## config.mk

```make
export PLATFORM = sky130hd
export DESIGN_NAME = msdc_regs_top
export DESIGN_NICKNAME = d
export VERILOG_FILES = /design/src/verilog/msdc_pkg.sv /design/src/verilog/msdc_regs_top.sv
export VERILOG_INCLUDE_DIRS = /design/src /design/src/verilog
export SDC_FILE = /design/constraint.sdc
export NUM_CORES = 1
export LEC_CHECK = 0
export BUFFER_PORTS_ARGS = -buffer_cell sky130_fd_sc_hd__buf_2
export CORE_MARGIN = 2
export CORE_UTILIZATION = 40
export DETAILED_ROUTE_END_ITERATION = 6
export HOLD_SLACK_MARGIN = 0.12
export PLACE_DENSITY = 0.69
export SYNTH_ARGS = -nofsm -noshare
export SYNTH_HDL_FRONTEND = slang
export SYNTH_SLANG_ARGS = --single-unit
```

## constraint.sdc

```tcl
create_clock -name ref_clk_in -period 12.1 [get_ports ref_clk_in]
set_clock_uncertainty 0.1 [all_clocks]
set_input_delay 0.605 -clock ref_clk_in [delete_from_list [all_inputs] [get_ports ref_clk_in]]
set_output_delay 0.605 -clock ref_clk_in [all_outputs]
set_load 0.01 [all_outputs]
```

## src/verilog/msdc_regs.svh

```systemverilog
/*
  Offsets, field positions, reset values and timing counts of the motion
  sensor register block. Assumes 8-bit registers on an 8-bit register address.
*/
`ifndef MSDC_REGS_SVH
`define MSDC_REGS_SVH

// result window, upper byte first for each word
`define MSDC_ACCEL_X_HIGH_BYTE 8'h3B
`define MSDC_ACCEL_X_LOW_BYTE 8'h3C
`define MSDC_ACCEL_Y_HIGH_BYTE 8'h3D
`define MSDC_ACCEL_Y_LOW_BYTE 8'h3E
`define MSDC_ACCEL_Z_HIGH_BYTE 8'h3F
`define MSDC_ACCEL_Z_LOW_BYTE 8'h40
`define MSDC_TEMPERATURE_HIGH_BYTE 8'h41
`define MSDC_TEMPERATURE_LOW_BYTE 8'h42
`define MSDC_RATE_X_HIGH_BYTE 8'h43
`define MSDC_RATE_X_LOW_BYTE 8'h44
`define MSDC_RATE_Y_HIGH_BYTE 8'h45
`define MSDC_RATE_Y_LOW_BYTE 8'h46
`define MSDC_RATE_Z_HIGH_BYTE 8'h47
`define MSDC_RATE_Z_LOW_BYTE 8'h48
`define MSDC_RESULT_FIRST `MSDC_ACCEL_X_HIGH_BYTE
`define MSDC_RESULT_LAST `MSDC_RATE_Z_LOW_BYTE

// control registers
`define MSDC_PATH_RESET_CONTROL 8'h68
`define MSDC_MOTION_DETECT_CONTROL 8'h69
`define MSDC_HOST_CONTROL 8'h6A

// field positions
`define MSDC_ACCEL_PATH_RST_BIT 1
`define MSDC_TEMP_PATH_RST_BIT 0
`define MSDC_MOTION_DETECT_ENABLE_BIT 7
`define MSDC_MOTION_DETECT_MODE_BIT 6
`define MSDC_BUF_OP_EN_BIT 6
`define MSDC_TWO_WIRE_DIS_BIT 4
`define MSDC_BUF_RST_BIT 2
`define MSDC_FULL_COND_RST_BIT 0

// reset values
`define MSDC_MOTION_DETECT_CONTROL_RST 8'h00
`define MSDC_HOST_CONTROL_RST 8'h00
`define MSDC_RESULT_RST 16'h0000

// timing: buffer reset lasts one period of the 20 MHz internal clock
`define MSDC_REF_CLK_MHZ 100
`define MSDC_BUF_RST_NS 50
`define MSDC_BUF_RST_CYC ((`MSDC_BUF_RST_NS * `MSDC_REF_CLK_MHZ + 999) / 1000)

// nominal rate sensitivity at the lowest full-scale setting, counts per dps
`define MSDC_RATE_COUNTS_PER_DPS 131
// accel bytes written into the buffer per sample tick
`define MSDC_ACCEL_BUF_BYTES 6

`endif

```

## src/verilog/msdc_pkg.sv

```systemverilog
/*
  Types shared by the motion sensor register block and its bench.
  Assumes the constants of msdc_regs.svh for all numbers.
*/
package msdc_pkg;

  // one register access from the serial front end
  typedef struct packed {
    logic wr;
    logic rd;
    logic [7:0] addr;
    logic [7:0] wdata;
  } msdc_reg_req_t;

  // one conversion result set, signed two's complement words
  typedef struct packed {
    logic [15:0] accel_x;
    logic [15:0] accel_y;
    logic [15:0] accel_z;
    logic [15:0] temp;
    logic [15:0] rate_x;
    logic [15:0] rate_y;
    logic [15:0] rate_z;
  } msdc_sample_t;

endpackage

```

## src/verilog/msdc_regs_top.sv

```systemverilog
/*
  Register block of a six-axis motion sensor: result bytes, signal path
  resets, wake-on-motion control and host control.
  Assumes a serial front end on ref_clk_in that issues single-cycle register
  accesses, and conversion logic on the same clock presenting result sets.
*/
// Overview of operation
// - accel x, y, z results read as six bytes, upper byte first
// - temperature result reads as upper byte then lower byte
// - rate x, y, z results read as six bytes, upper byte first
// - rate words carry 131 counts per dps at lowest full scale
// - accel path reset pulses the accel path, results kept
// - temp path reset pulses the temp path, results kept
// - motion detect enable switches wake-on-motion logic on or off
// - mode one compares each accel sample to the previous; host never writes zero
// - buffer enable bit opens buffer mode; clear blocks serial buffer access
// - clearing buffer enable leaves internal accel buffer writes running
// - two-wire disable bit turns two-wire target off, SPI only
// - buffer reset bit resets the buffer module
// - buffer reset clears itself after one 20 MHz period
// - full conditioning reset pulses all three sensor paths
// - full conditioning reset also zeroes every result register
// - accel buffer source enable writes six accel bytes per sample tick
`timescale 1ns/1ns
`include "msdc_regs.svh"

module msdc_regs_top (
  // clock and reset
  input wire logic ref_clk_in,
  input wire logic rst_n_in,
  // register access from the serial front end
  input wire msdc_pkg::msdc_reg_req_t reg_req_in,
  output logic [7:0] reg_rdata_out,
  output logic reg_rvalid_out,
  // conversion results and related inputs
  input wire msdc_pkg::msdc_sample_t sample_in,
  input wire logic sample_valid_in,
  input wire logic accel_buf_src_en_in,
  input wire logic [7:0] wom_threshold_in,
  // signal path control
  output logic accel_path_rst_out,
  output logic temp_path_rst_out,
  output logic rate_path_rst_out,
  // wake-on-motion
  output logic motion_detect_enable_out,
  output logic motion_detect_mode_out,
  output logic motion_detected_out,
  // host control
  output logic buf_serial_en_out,
  output logic two_wire_interface_disable_out,
  output logic buf_rst_out,
  // buffer write port
  output logic buf_wr_out,
  output logic [7:0] buf_wdata_out
);
  import msdc_pkg::*;

  localparam logic [3:0] BUF_RST_CYC = 4'(`MSDC_BUF_RST_CYC);
  localparam logic [2:0] ACC_BYTES = 3'(`MSDC_ACCEL_BUF_BYTES);

  // true when the address lies in the result window
  function automatic logic is_result(input logic [7:0] a);
    is_result = (a >= `MSDC_RESULT_FIRST) && (a <= `MSDC_RESULT_LAST);
  endfunction

  // word index of a result byte; even offsets are upper bytes
  function automatic logic [2:0] word_of(input logic [7:0] a);
    logic [7:0] off;
    off = a - `MSDC_RESULT_FIRST;
    word_of = off[3:1];
  endfunction

  function automatic logic is_high(input logic [7:0] a);
    logic [7:0] off;
    off = a - `MSDC_RESULT_FIRST;
    is_high = ~off[0];
  endfunction

  logic wr_ctl, wr_md, wr_host;
  assign wr_ctl = reg_req_in.wr && (reg_req_in.addr == `MSDC_PATH_RESET_CONTROL);
  assign wr_md = reg_req_in.wr && (reg_req_in.addr == `MSDC_MOTION_DETECT_CONTROL);
  assign wr_host = reg_req_in.wr && (reg_req_in.addr == `MSDC_HOST_CONTROL);

  // control group: stored bits and reset pulses
  logic md_en_q, md_en_d, md_mode_q, md_mode_d, buf_en_q, buf_en_d, tw_dis_q, tw_dis_d;
  logic acc_rst_q, acc_rst_d, tmp_rst_q, tmp_rst_d, rate_rst_q, rate_rst_d, brst_q, brst_d;
  logic [3:0] brst_cnt_q, brst_cnt_d;

  // reset bits are write-one pulses; only the buffer reset bit stays set, for BUF_RST_CYC cycles
  always_comb begin
    md_en_d = md_en_q;
    md_mode_d = md_mode_q;
    buf_en_d = buf_en_q;
    tw_dis_d = tw_dis_q;
    acc_rst_d = 1'b0;
    tmp_rst_d = 1'b0;
    rate_rst_d = 1'b0;
    brst_cnt_d = (brst_cnt_q != 4'h0) ? brst_cnt_q - 4'h1 : 4'h0;
    if (wr_ctl) begin
      acc_rst_d = reg_req_in.wdata[`MSDC_ACCEL_PATH_RST_BIT];
      tmp_rst_d = reg_req_in.wdata[`MSDC_TEMP_PATH_RST_BIT];
    end
    if (wr_md) begin
      md_en_d = reg_req_in.wdata[`MSDC_MOTION_DETECT_ENABLE_BIT];
      md_mode_d = reg_req_in.wdata[`MSDC_MOTION_DETECT_MODE_BIT];
    end
    if (wr_host) begin
      buf_en_d = reg_req_in.wdata[`MSDC_BUF_OP_EN_BIT];
      tw_dis_d = reg_req_in.wdata[`MSDC_TWO_WIRE_DIS_BIT];
      if (reg_req_in.wdata[`MSDC_BUF_RST_BIT]) begin
        brst_cnt_d = BUF_RST_CYC;
      end
      if (reg_req_in.wdata[`MSDC_FULL_COND_RST_BIT]) begin
        acc_rst_d = 1'b1;
        tmp_rst_d = 1'b1;
        rate_rst_d = 1'b1;
      end
    end
    brst_d = (brst_cnt_d != 4'h0);
  end

  always_ff @(posedge ref_clk_in) begin
    if (!rst_n_in) begin
      md_en_q <= 1'(`MSDC_MOTION_DETECT_CONTROL_RST >> `MSDC_MOTION_DETECT_ENABLE_BIT);
      md_mode_q <= 1'(`MSDC_MOTION_DETECT_CONTROL_RST >> `MSDC_MOTION_DETECT_MODE_BIT);
      buf_en_q <= 1'(`MSDC_HOST_CONTROL_RST >> `MSDC_BUF_OP_EN_BIT);
      tw_dis_q <= 1'(`MSDC_HOST_CONTROL_RST >> `MSDC_TWO_WIRE_DIS_BIT);
      acc_rst_q <= 1'b0;
      tmp_rst_q <= 1'b0;
      rate_rst_q <= 1'b0;
      brst_cnt_q <= 4'h0;
      brst_q <= 1'b0;
    end else begin
      md_en_q <= md_en_d;
      md_mode_q <= md_mode_d;
      buf_en_q <= buf_en_d;
      tw_dis_q <= tw_dis_d;
      acc_rst_q <= acc_rst_d;
      tmp_rst_q <= tmp_rst_d;
      rate_rst_q <= rate_rst_d;
      brst_cnt_q <= brst_cnt_d;
      brst_q <= brst_d;
    end
  end

  // full conditioning reset as seen in the write cycle
  logic cond_rst;
  assign cond_rst = wr_host && reg_req_in.wdata[`MSDC_FULL_COND_RST_BIT];

  // result group: whole sets captured at once so a pair never mixes sets
  logic [15:0] res_q [7], res_d [7], smp_w [7];
  assign smp_w[0] = sample_in.accel_x;
  assign smp_w[1] = sample_in.accel_y;
  assign smp_w[2] = sample_in.accel_z;
  assign smp_w[3] = sample_in.temp;
  assign smp_w[4] = sample_in.rate_x;
  assign smp_w[5] = sample_in.rate_y;
  assign smp_w[6] = sample_in.rate_z;

  // clearing wins over a sample landing in the same cycle
  always_comb begin
    for (int i = 0; i < 7; i++) begin
      res_d[i] = res_q[i];
      if (cond_rst) begin
        res_d[i] = `MSDC_RESULT_RST;
      end else if (sample_valid_in) begin
        res_d[i] = smp_w[i];
      end
    end
  end

  always_ff @(posedge ref_clk_in) begin
    if (!rst_n_in) begin
      res_q <= '{default: `MSDC_RESULT_RST};
    end else begin
      res_q <= res_d;
    end
  end

  // read group: lower byte is held from the moment its upper byte is read
  logic [7:0] rdata_q, rdata_d, shadow_q, shadow_d;
  logic rvalid_q, rvalid_d, shadow_ok_q, shadow_ok_d;
  logic [2:0] shadow_w_q, shadow_w_d;
  logic [2:0] rw;
  assign rw = word_of(reg_req_in.addr);

  always_comb begin
    rdata_d = 8'h00;
    rvalid_d = reg_req_in.rd;
    shadow_d = shadow_q;
    shadow_w_d = shadow_w_q;
    shadow_ok_d = shadow_ok_q && !cond_rst;
    if (reg_req_in.rd) begin
      if (is_result(reg_req_in.addr)) begin
        if (is_high(reg_req_in.addr)) begin
          rdata_d = res_q[rw][15:8];
          shadow_d = res_q[rw][7:0];
          shadow_w_d = rw;
          shadow_ok_d = 1'b1;
        end else if (shadow_ok_q && shadow_w_q == rw) begin
          rdata_d = shadow_q;
          shadow_ok_d = 1'b0;
        end else begin
          rdata_d = res_q[rw][7:0];
        end
      end else begin
        case (reg_req_in.addr)
          `MSDC_MOTION_DETECT_CONTROL: begin
            rdata_d = {md_en_q, md_mode_q, 6'h00};
          end
          `MSDC_HOST_CONTROL: begin
            rdata_d = {1'b0, buf_en_q, 1'b0, tw_dis_q, 1'b0, brst_q, 2'h0};
          end
          default: begin
            rdata_d = 8'h00; // path reset bits read back zero
          end
        endcase
      end
    end
  end

  always_ff @(posedge ref_clk_in) begin
    if (!rst_n_in) begin
      rdata_q <= 8'h00;
      rvalid_q <= 1'b0;
      shadow_q <= 8'h00;
      shadow_w_q <= 3'h0;
      shadow_ok_q <= 1'b0;
    end else begin
      rdata_q <= rdata_d;
      rvalid_q <= rvalid_d;
      shadow_q <= shadow_d;
      shadow_w_q <= shadow_w_d;
      shadow_ok_q <= shadow_ok_d;
    end
  end
  // wake-on-motion group: per-axis change against the previous sample
  logic [15:0] prev_q [3], prev_d [3];
  logic prev_ok_q, prev_ok_d, wom_q, wom_d;
  logic [2:0] over;

  // threshold is compared against the upper byte of the change magnitude
  generate
    for (genvar g = 0; g < 3; g++) begin : g_axis
      logic [16:0] diff, mag;
      assign diff = {smp_w[g][15], smp_w[g]} - {prev_q[g][15], prev_q[g]};
      assign mag = diff[16] ? 17'(~diff + 17'h00001) : diff;
      assign over[g] = mag > {1'b0, wom_threshold_in, 8'hFF};
    end
  endgenerate

  always_comb begin
    prev_ok_d = prev_ok_q;
    wom_d = 1'b0;
    prev_d = prev_q;
    if (acc_rst_q || !md_en_q) begin
      prev_ok_d = 1'b0;
    end else if (sample_valid_in) begin
      // a zero mode bit is a forbidden setting, so no comparison runs
      wom_d = md_mode_q && prev_ok_q && (over != 3'h0);
      prev_ok_d = 1'b1;
      for (int i = 0; i < 3; i++) begin
        prev_d[i] = smp_w[i];
      end
    end
  end

  always_ff @(posedge ref_clk_in) begin
    if (!rst_n_in) begin
      prev_ok_q <= 1'b0;
      wom_q <= 1'b0;
      prev_q <= '{default: 16'h0000};
    end else begin
      prev_ok_q <= prev_ok_d;
      wom_q <= wom_d;
      prev_q <= prev_d;
    end
  end
  // buffer group: six accel bytes streamed one per cycle after a tick
  logic [47:0] bsnap_q, bsnap_d;
  logic [2:0] bcnt_q, bcnt_d;
  logic bwr_q, bwr_d;
  logic [7:0] bdata_q, bdata_d;

  // independent of the buffer enable bit; a buffer reset drops the stream
  always_comb begin
    bsnap_d = bsnap_q;
    bcnt_d = bcnt_q;
    bwr_d = 1'b0;
    bdata_d = bdata_q;
    if (brst_q) begin
      bcnt_d = 3'h0;
    end else if (sample_valid_in && accel_buf_src_en_in) begin
      bsnap_d = {sample_in.accel_x, sample_in.accel_y, sample_in.accel_z};
      bcnt_d = ACC_BYTES;
    end else if (bcnt_q != 3'h0) begin
      bwr_d = 1'b1;
      bdata_d = bsnap_q[47:40];
      bsnap_d = {bsnap_q[39:0], 8'h00};
      bcnt_d = bcnt_q - 3'h1;
    end
  end

  always_ff @(posedge ref_clk_in) begin
    if (!rst_n_in) begin
      bsnap_q <= 48'h000000000000;
      bcnt_q <= 3'h0;
      bwr_q <= 1'b0;
      bdata_q <= 8'h00;
    end else begin
      bsnap_q <= bsnap_d;
      bcnt_q <= bcnt_d;
      bwr_q <= bwr_d;
      bdata_q <= bdata_d;
    end
  end

  // all outputs straight from flops
  assign reg_rdata_out = rdata_q;
  assign reg_rvalid_out = rvalid_q;
  assign accel_path_rst_out = acc_rst_q;
  assign temp_path_rst_out = tmp_rst_q;
  assign rate_path_rst_out = rate_rst_q;
  assign motion_detect_enable_out = md_en_q;
  assign motion_detect_mode_out = md_mode_q;
  assign motion_detected_out = wom_q;
  assign buf_serial_en_out = buf_en_q;
  assign two_wire_interface_disable_out = tw_dis_q;
  assign buf_rst_out = brst_q;
  assign buf_wr_out = bwr_q;
  assign buf_wdata_out = bdata_q;

endmodule
```

==> reports/results.tsv, run 1 <==
stage	metric	value	unit
worst_setup_path	CP startpoint	prev_q[0]	
clock_network	post_cts resized	0	
worst_setup_path	CP delay by family, top	simple AND/OR/NAND/NOR gates	
finish	number of diodes	0	
worst_setup_path	WS Path Type	reg -> reg	
sta	Worst slew margin	0.2645	
routing	DR vias	12820	
routing	WL/cell	17.96	um
synth	sequential-to-total area share from yosys stat	0.3515	
floorplan	Ports	169	
worst_setup_path	Max stage delay cell, worst path	nor3b_1	
finish	Area Growth Syn to Fin	15.17	%
clock_network	CTS tree	built	
clock_network	Max H-tree Level	1	
routing	DRT iter0 DRCs	1231	
power_and_ir_drop	LEAKAGE	0.006994	uW
power_and_ir_drop	total design power	2322	uW
routing	# DRC	0	
worst_setup_path	CP max stage delay	0.50	ns
power_and_ir_drop	Max VDD drop	0.1050	mV
clock_network	cts hold-fix bufs	0	
finish	share of cells above drive strength 1	0.1488	
worst_setup_path	CP Buf/Inv Count	1	
grt	vias in the first global route	11790	
worst_setup_path	crit path cell chain	ha_1, inv_1, fa_1, a211o_1, a21oi_1, nor2b_1, nor3_1, o21ai_0, nor3b_1, nor3b_1, a21oi_1, xor2_1, ha_1, and4_1, nor4bb_1, nand2_1, a211o_1, o311a_1, a311oi_1, and4b_1, a21oi_2	
worst_setup_path	crit path launch type	flop	
finish	commonest non-fill, non-tap cell in the layout	dfxtp_1	
clock_network	CTS Buf Count	29	
synth	Avg Inst Size Synth	8.370	um2
worst_setup_path	reg2reg setup slack	6.51	ns
routing	Avg Vias per Cell	5.503	
finish	fillers	3380	
grt	initial antenna violation count	1	
routing	Detail Route Antenna Nets	0	
power_and_ir_drop	Power Density	138.8	nW/um2
clock_network	Setup Fix Bufs, Post-CTS	0	
grt	pin count of the biggest net entering global routing	90	
synth	Seq cells post-synth	255	
clock_network	Max clock buf depth	3	
worst_setup_path	CP endpoint	motion_detected_out	
min_path	worst min-delay path category	in -> reg	
run_status	status	completed	
finish	Seq. cell area	5105	um2
sta	final worst path period share	0.4620	
placed_design	global placer's final weighted congestion	0.8985	
flow_run	# Max-Cap Violations	0	
synth	Synth Instances	1735	
synth	syn nets	1961	
placed_design	hpwl dp	30.75	mm
finish	commonest non-fill, non-tap cells in the layout	255 x dfxtp_1, 234 x nor2_1, 219 x nand2_1, 165 x buf_2, 146 x mux2i_1	
synth	EDFF count, synth	0	
finish	Nets	2071	
synth	Ys Warns	0	
routing	Post-Route WL	41.83	mm
floorplan	die area	37850	um2
synth	Distinct cells, synth	78	
worst_setup_path	Worst Path Required	12.44	ns
clock_network	clock slew at reported path FFs	0.06	ns
floorplan	Initial Utilization	0.4073	
routing	TritonRoute pass-1 iters	5	
sta	RSZ-0062 raised after global routing	false	
worst_setup_path	kind of end point of the critical path	flop	
floorplan	width of the die	194.5	um
floorplan	core area	35660	um2
sta	Tightest Pin Transition	1.103	ns
clock_network	Root Buffer	clkbuf_16	
grt	Tot GR Track Use	0.2142	
sta	setup-violating endpoint count in the final report	0	
synth	ys flop type	dfxtp_1	
clock_network	Clock Sinks	255	
sta	Setup TNS	0	ns
synth	Async SR Flop Fraction	0	
floorplan	die height	194.5	um
sta	final count of hold timing violations	0	
clock_network	Clock Latency Late Sink	0.56	ns
grt	global route overflow	0	
worst_setup_path	critical register-to-register path startpoint	prev_q[0]	
worst_setup_path	Worst Reg-to-Reg Cells	21	
sta	fmax	0.1789	GHz
floorplan	num rows	69	
synth	Mapped Area	14520	um2
sta	Tmin final	5.590	ns
worst_setup_path	Crit path depth	21	
worst_setup_path	CP max FO	4	
finish	area of the multi-input gates	8797	um2
placed_design	PortBufs	166	
sta	Min Hold Slack	0.1800	ns
worst_setup_path	r2r endpoint	motion_detected_out	
worst_setup_path	CP Data Arrival Time	5.93	ns
sta	pins over their slew limit	0	
grt	first-pass GRT wire length	65.03	mm
## how the worst min path moves through the flow
stage / start / end / depth (start not counted)
3_5_place_dp: bsnap_q[44] / buf_wdata_out[4] / 2
5_1_grt: sample_in[29] / res_q[29] / 3
2_1_floorplan: bsnap_q[40] / buf_wdata_out[0] / 2
6_report: sample_in[50] / res_q[50] / 3
3_3_place_gp: prev_q[34] / prev_q[34] / 2
4_1_cts: sample_in[50] / res_q[50] / 3
## per-layer routing
layer	vias up	wire length (um)	track usage
li1	6329	-	-
met1	6058	19230	0.2986
met2	369	19220	0.3502
met3	60	2289	0.02395
met4	0	1088	0.06068
met5	-	0	0
## power by group
group | internal, uW | switching, uW | total [uW]
Clock | 572 | 368 | 940
Sequential | 894 | 33.9 | 928
Combinational | 185 | 269 | 454
## worst register-to-register path: cells and delay by family (launching register included)
family,cells,cell delay (ns)
buf+inv,1,0.06
simple gates,8,2.09
compound gates,8,1.79
fa+ha+maj,3,0.93
xor+xnor,1,0.20
flops,1,0.33
## sequential cells by signal, summed over array words and instances (netlist names), 3 cells and up
signal	flops
shadow_q	8
bcnt_q	3
buf_wdata_out	8
reg_rdata_out	8
brst_cnt_q	4
prev_q	48
bsnap_q	48
res_q	112
shadow_w_q	3
## synth_stat cells (22+ instances only)
| library cell | count | share of area |
|---|---|---|
| a21o_1 | 24 | 0.012 |
| a21oi_1 | 125 | 0.043 |
| a311oi_1 | 43 | 0.026 |
| a31oi_1 | 22 | 0.0095 |
| clkbuf_1 | 88 | 0.023 |
| dfxtp_1 | 255 | 0.35 |
| ha_1 | 81 | 0.070 |
| inv_1 | 74 | 0.019 |
| mux2i_1 | 146 | 0.10 |
| nand2_1 | 220 | 0.057 |
| nand3_1 | 57 | 0.020 |
| nor2_1 | 234 | 0.060 |
| o21ai_0 | 53 | 0.018 |
| xnor2_1 | 42 | 0.025 |
| xor2_1 | 36 | 0.022 |
## cell families after synthesis
family	share of synthesized area
muxes	0.1324
DFF	0.3515
xor gates and xnor gates	0.04971
adders and majority gates	0.07392
buffers and inverters	0.04540
and+or+nand+nor	0.1879
AOI/OAI and AO/OA	0.1591
## layout make-up
class,count,share of cell area
Multi-Input combinational cell,1307,0.5260
Sequential cell,255,0.3052
Timing Repair Buffer,177,0.05498
Clock buffer,38,0.04960
Tap cell,461,0.03449
Inverter,75,0.01691
Clock inverter,16,0.01287
## through the flow
step / worst slack (ns) / instance area (um2) / cells / util
4_1_cts: 6.573 / 16730 / 2329 / 0.4691
6_report: 6.510 / 16730 / 2329 / 0.4691
5_1_grt: 5.948 / 16730 / 2329 / 0.4691
2_1_floorplan: 7.130 / 14520 / 1735 / -
3_3_place_gp: 6.194 / 15680 / 2275 / 0.4398
3_5_place_dp: 6.177 / 15680 / 2275 / 0.4398
Note: power is estimated with default switching activity, not from simulation.
==> run 2: changes to the inputs <==
--- a/config.mk
+++ b/config.mk
@@ -11,7 +11,7 @@
 export CORE_UTILIZATION = 40
 export DETAILED_ROUTE_END_ITERATION = 6
 export HOLD_SLACK_MARGIN = 0.12
-export PLACE_DENSITY = 0.69
+export PLACE_DENSITY = 0.71
 export SYNTH_ARGS = -nofsm -noshare
 export SYNTH_HDL_FRONTEND = slang
 export SYNTH_SLANG_ARGS = --single-unit
==> constraint.sdc (replaced) <==
create_clock -name ref_clk_in -period 5.06 [get_ports ref_clk_in]
set_clock_uncertainty 0.1 [all_clocks]
set_input_delay 0.253 -clock ref_clk_in [delete_from_list [all_inputs] [get_ports ref_clk_in]]
set_output_delay 0.253 -clock ref_clk_in [all_outputs]
set_load 0.01 [all_outputs]
==> run 2 against run 1 <==
Compared with the run above:
- combinational power rose to 2.7 times the previous value
- via count grew 7.5%
- wire length increased by 7.4%
- utilization is 4.5 points higher
- global-route usage grew 1.5 points
- total power rose by 130%
- sequential share of layout area decreased by 2.7 points
- sequential cell count is the same
- worst setup slack worse by 6.4 ns
- critical endpoint unchanged
==> reports/results.tsv, run 2 (same netlist as run 1, synthesis figures left out) <==
stage	metric	value	unit	change
run_status	status	completed		
worst_setup_path	CP max stage delay	0.56	ns	+0.06 ns
grt	vias in the first global route	13160		+12%
clock_network	CTS tree	built		
sta	final count of hold timing violations	0		unchanged
worst_setup_path	crit path cell chain	dlygate4sd3_1, buf_2, ha_1, o21ai_0, o2bb2ai_2, a221oi_1, o311ai_4, nand3_2, or3_4, or4_4, o21ai_0, xnor2_1, ha_1, nand4b_1, nor3_2, o2111ai_1, a2111oi_0, a21oi_1, and4b_1, a21oi_2		
worst_setup_path	Worst Reg-to-Reg Cells	18		-14%
clock_network	CTS Buf Count	27		-6.9%
power_and_ir_drop	Power Density	296.0	nW/um2	+110%
routing	# DRC	0		unchanged
finish	Area Growth Syn to Fin	26.17	%	
power_and_ir_drop	sequential power share	0.409		+0.009
power_and_ir_drop	Sw Share	0.2935		+0.004678
finish	commonest non-fill, non-tap cell in the layout	dfxtp_1		
routing	Detail Route Antenna Nets	0		unchanged
placed_design	PortBufs	166		unchanged
power_and_ir_drop	Clk pwr share	0.361		-0.044
routing	DR vias	13780		+7.5%
finish	Nets	2234		+7.9%
min_path	worst hold start	reg_req_in[13]		
min_path	hold path endpoint	reg_rdata_out[7]		
clock_network	clock slew at reported path FFs	0.06	ns	about the same
worst_setup_path	Max stage delay cell, worst path	dlygate4sd3_1		
routing	DRT iter0 DRCs	1042		-15%
flow_run	# Max-Cap Violations	0		unchanged
finish	max FFs per register	112		unchanged
sta	fmax	0.2032	GHz	
sta	pins over their slew limit	0		unchanged
routing	TritonRoute pass-1 iters	7		+2
clock_network	Clock Sinks	255		unchanged
worst_setup_path	WS Path Type	in -> reg		
placed_design	hpwl dp	31.82	mm	+3.5%
routing	WL/cell	18.07	um	+0.61%
finish	commonest non-fill, non-tap cells in the layout	254 x dfxtp_1, 233 x nor2_1, 218 x nand2_1, 164 x buf_2, 146 x mux2i_1		
clock_network	Max clock buf depth	3		unchanged
power_and_ir_drop	internal power	3831	uW	+130%
power_and_ir_drop	LEAKAGE	0.007668	uW	+9.6%
finish	Most flops, register	res_q		
floorplan	die height	194.5	um	unchanged
finish	number of diodes	0		unchanged
worst_setup_path	reg2reg setup slack	0.24	ns	-6.27 ns
floorplan	Initial Utilization	0.4073		unchanged
routing	Avg Vias per Cell	5.540		+0.67%
worst_setup_path	r2r endpoint	motion_detected_out		
floorplan	num rows	69		unchanged
grt	first-pass GRT wire length	70.01	mm	+7.7%
sta	setup-violating endpoint count in the final report	0		unchanged
routing	Post-Route WL	44.94	mm	+7.4%
finish	utilization after layout	0.5139		+0.04478
sta	Worst slew margin	0.2975		+0.03300
finish	Design Area, Final	18320	um2	+9.5%
min_path	hold path depth	6		+3
grt	Tot GR Track Use	0.2291		+0.01485
grt	initial antenna violation count	3		+2
worst_setup_path	CP Data Arrival Time	5.23	ns	-0.70 ns
floorplan	die area	37850	um2	unchanged
finish	fillers	3277		-3.0%
power_and_ir_drop	Max VDD drop	0.2241	mV	+110%
worst_setup_path	CP startpoint	sample_in[100]		
worst_setup_path	kind of end point of the critical path	flop		
grt	pin count of the biggest net entering global routing	95		+5.6%
clock_network	Root Buffer	clkbuf_16		
clock_network	Clock Latency Late Sink	0.54	ns	-0.02 ns
floorplan	core area	35660	um2	unchanged
finish	top flop regs	res_q x112, bsnap_q x48, prev_q x48		
power_and_ir_drop	Sw Pwr	1592	uW	+140%
worst_setup_path	Worst Path Required	5.37	ns	-7.07 ns
worst_setup_path	crit path launch type	input port		
grt	global route overflow	0		unchanged
sta	Tightest Pin Transition	1.054	ns	-0.04951 ns
floorplan	width of the die	194.5	um	unchanged
power_and_ir_drop	Logic pwr share	0.230		+0.034
placed_design	global placer's final weighted congestion	0.8913		-0.80%
finish	fin cells	2487		+6.8%
finish	share of cells above drive strength 1	0.1688		+0.01998
placed_design	placed cell areas	15970	um2	+1.9%
placed_design	dpl cells	2312		+1.6%
sta	Tmin final	4.921	ns	
worst_setup_path	critical register-to-register path startpoint	prev_q[39]		
worst_setup_path	CP max FO	5		+1
sta	Setup TNS	0	ns	unchanged
floorplan	Ports	169		unchanged
min_path	worst min-delay path category	in -> reg		
sta	final worst path period share	0.9725		
clock_network	Max H-tree Level	1		unchanged
-- run 2: cell types whose count changed in the layout (fill, tap and decap cells not counted), moves of 4 or more --
cell           change
a21oi_2            +7
nor3b_1            -4
a21oi_1            -7
nor3b_2            +4
buf_4             +38
o21ai_1            +4
nor3_1             -4
o21ai_0            -4
ha_1               -4
clkbuf_1           +6
dlygate4sd3_1    +126
nor3_2             +4
-- run 2: metrics by stage --
stage	hold slack [ns]	total power [uW]	setup slack, ns
2_1_floorplan	0.2722	3010	0.4231
3_3_place_gp	0.3434	3331	0.01152
3_5_place_dp	0.3465	3369	-0.1107
4_1_cts	0.1667	5386	0.008328
5_1_grt	0.2141	5665	-0.04603
6_report	0.1839	5423	0.1393
-- run 2: worst max path at each step --
stage / cells past startpoint / endpoint
final: 20 / motion_detected_out
after global routing: 21 / motion_detected_out
after CTS: 23 / motion_detected_out
after detailed placement: 25 / motion_detected_out
after global placement: 25 / motion_detected_out
after floorplan: 21 / motion_detected_out
-- run 2: routing by layer --
metal	GRT usage	wire, um
met2	0.3789	20730
met3	0.02880	2873
met5	0	0
met4	0.1014	2098
met1	0.2998	19240
-- run 2: final cells by class --
cell class	count	area, um2	share of cell area
timing repair buffer	342	2489	0.1358
sequential	255	5106	0.2787
clock inverter	8	100.1	0.005463
inverter	75	282.8	0.01543
multi-input combinational	1307	9007	0.4916
tap	461	576.8	0.03148
clock buffer	39	760.7	0.04152
-- run 2: what timing repair did --
| action | CTS | global route |
|---|---|---|
| endpoints found under the hold margin | 227 | 0 |
| pin swaps | 0 | 15 |
| resized for setup | 3 | 44 |
| endpoints found under the setup margin | 1 | 1 |
| hold buffers | 126 | 0 |
| setup buffers | 0 | 2 |
-- run 2: power by group through the flow --
| stage | Clock [uW] | Sequential (uW) | Combinational, uW |
|---|---|---|---|
| 3_3_place_gp | 0 | 2250 | 1080 |
| 6_report | 1960 | 2220 | 1240 |
| 3_5_place_dp | 0 | 2260 | 1110 |
| 4_1_cts | 1980 | 2210 | 1190 |
| 2_1_floorplan | 0 | 2230 | 778 |
| 5_1_grt | 2070 | 2230 | 1360 |
-- run 2: worst max-delay path: cells and delay by family --
kind | cells | cell delay, ns
AO/OA/AOI/OAI | 9 | 1.78
AND/OR/NAND/NOR | 6 | 1.67
buffers and inverters | 2 | 0.73
adder cells (fa/ha/maj) | 2 | 0.68
XOR/XNOR | 1 | 0.11
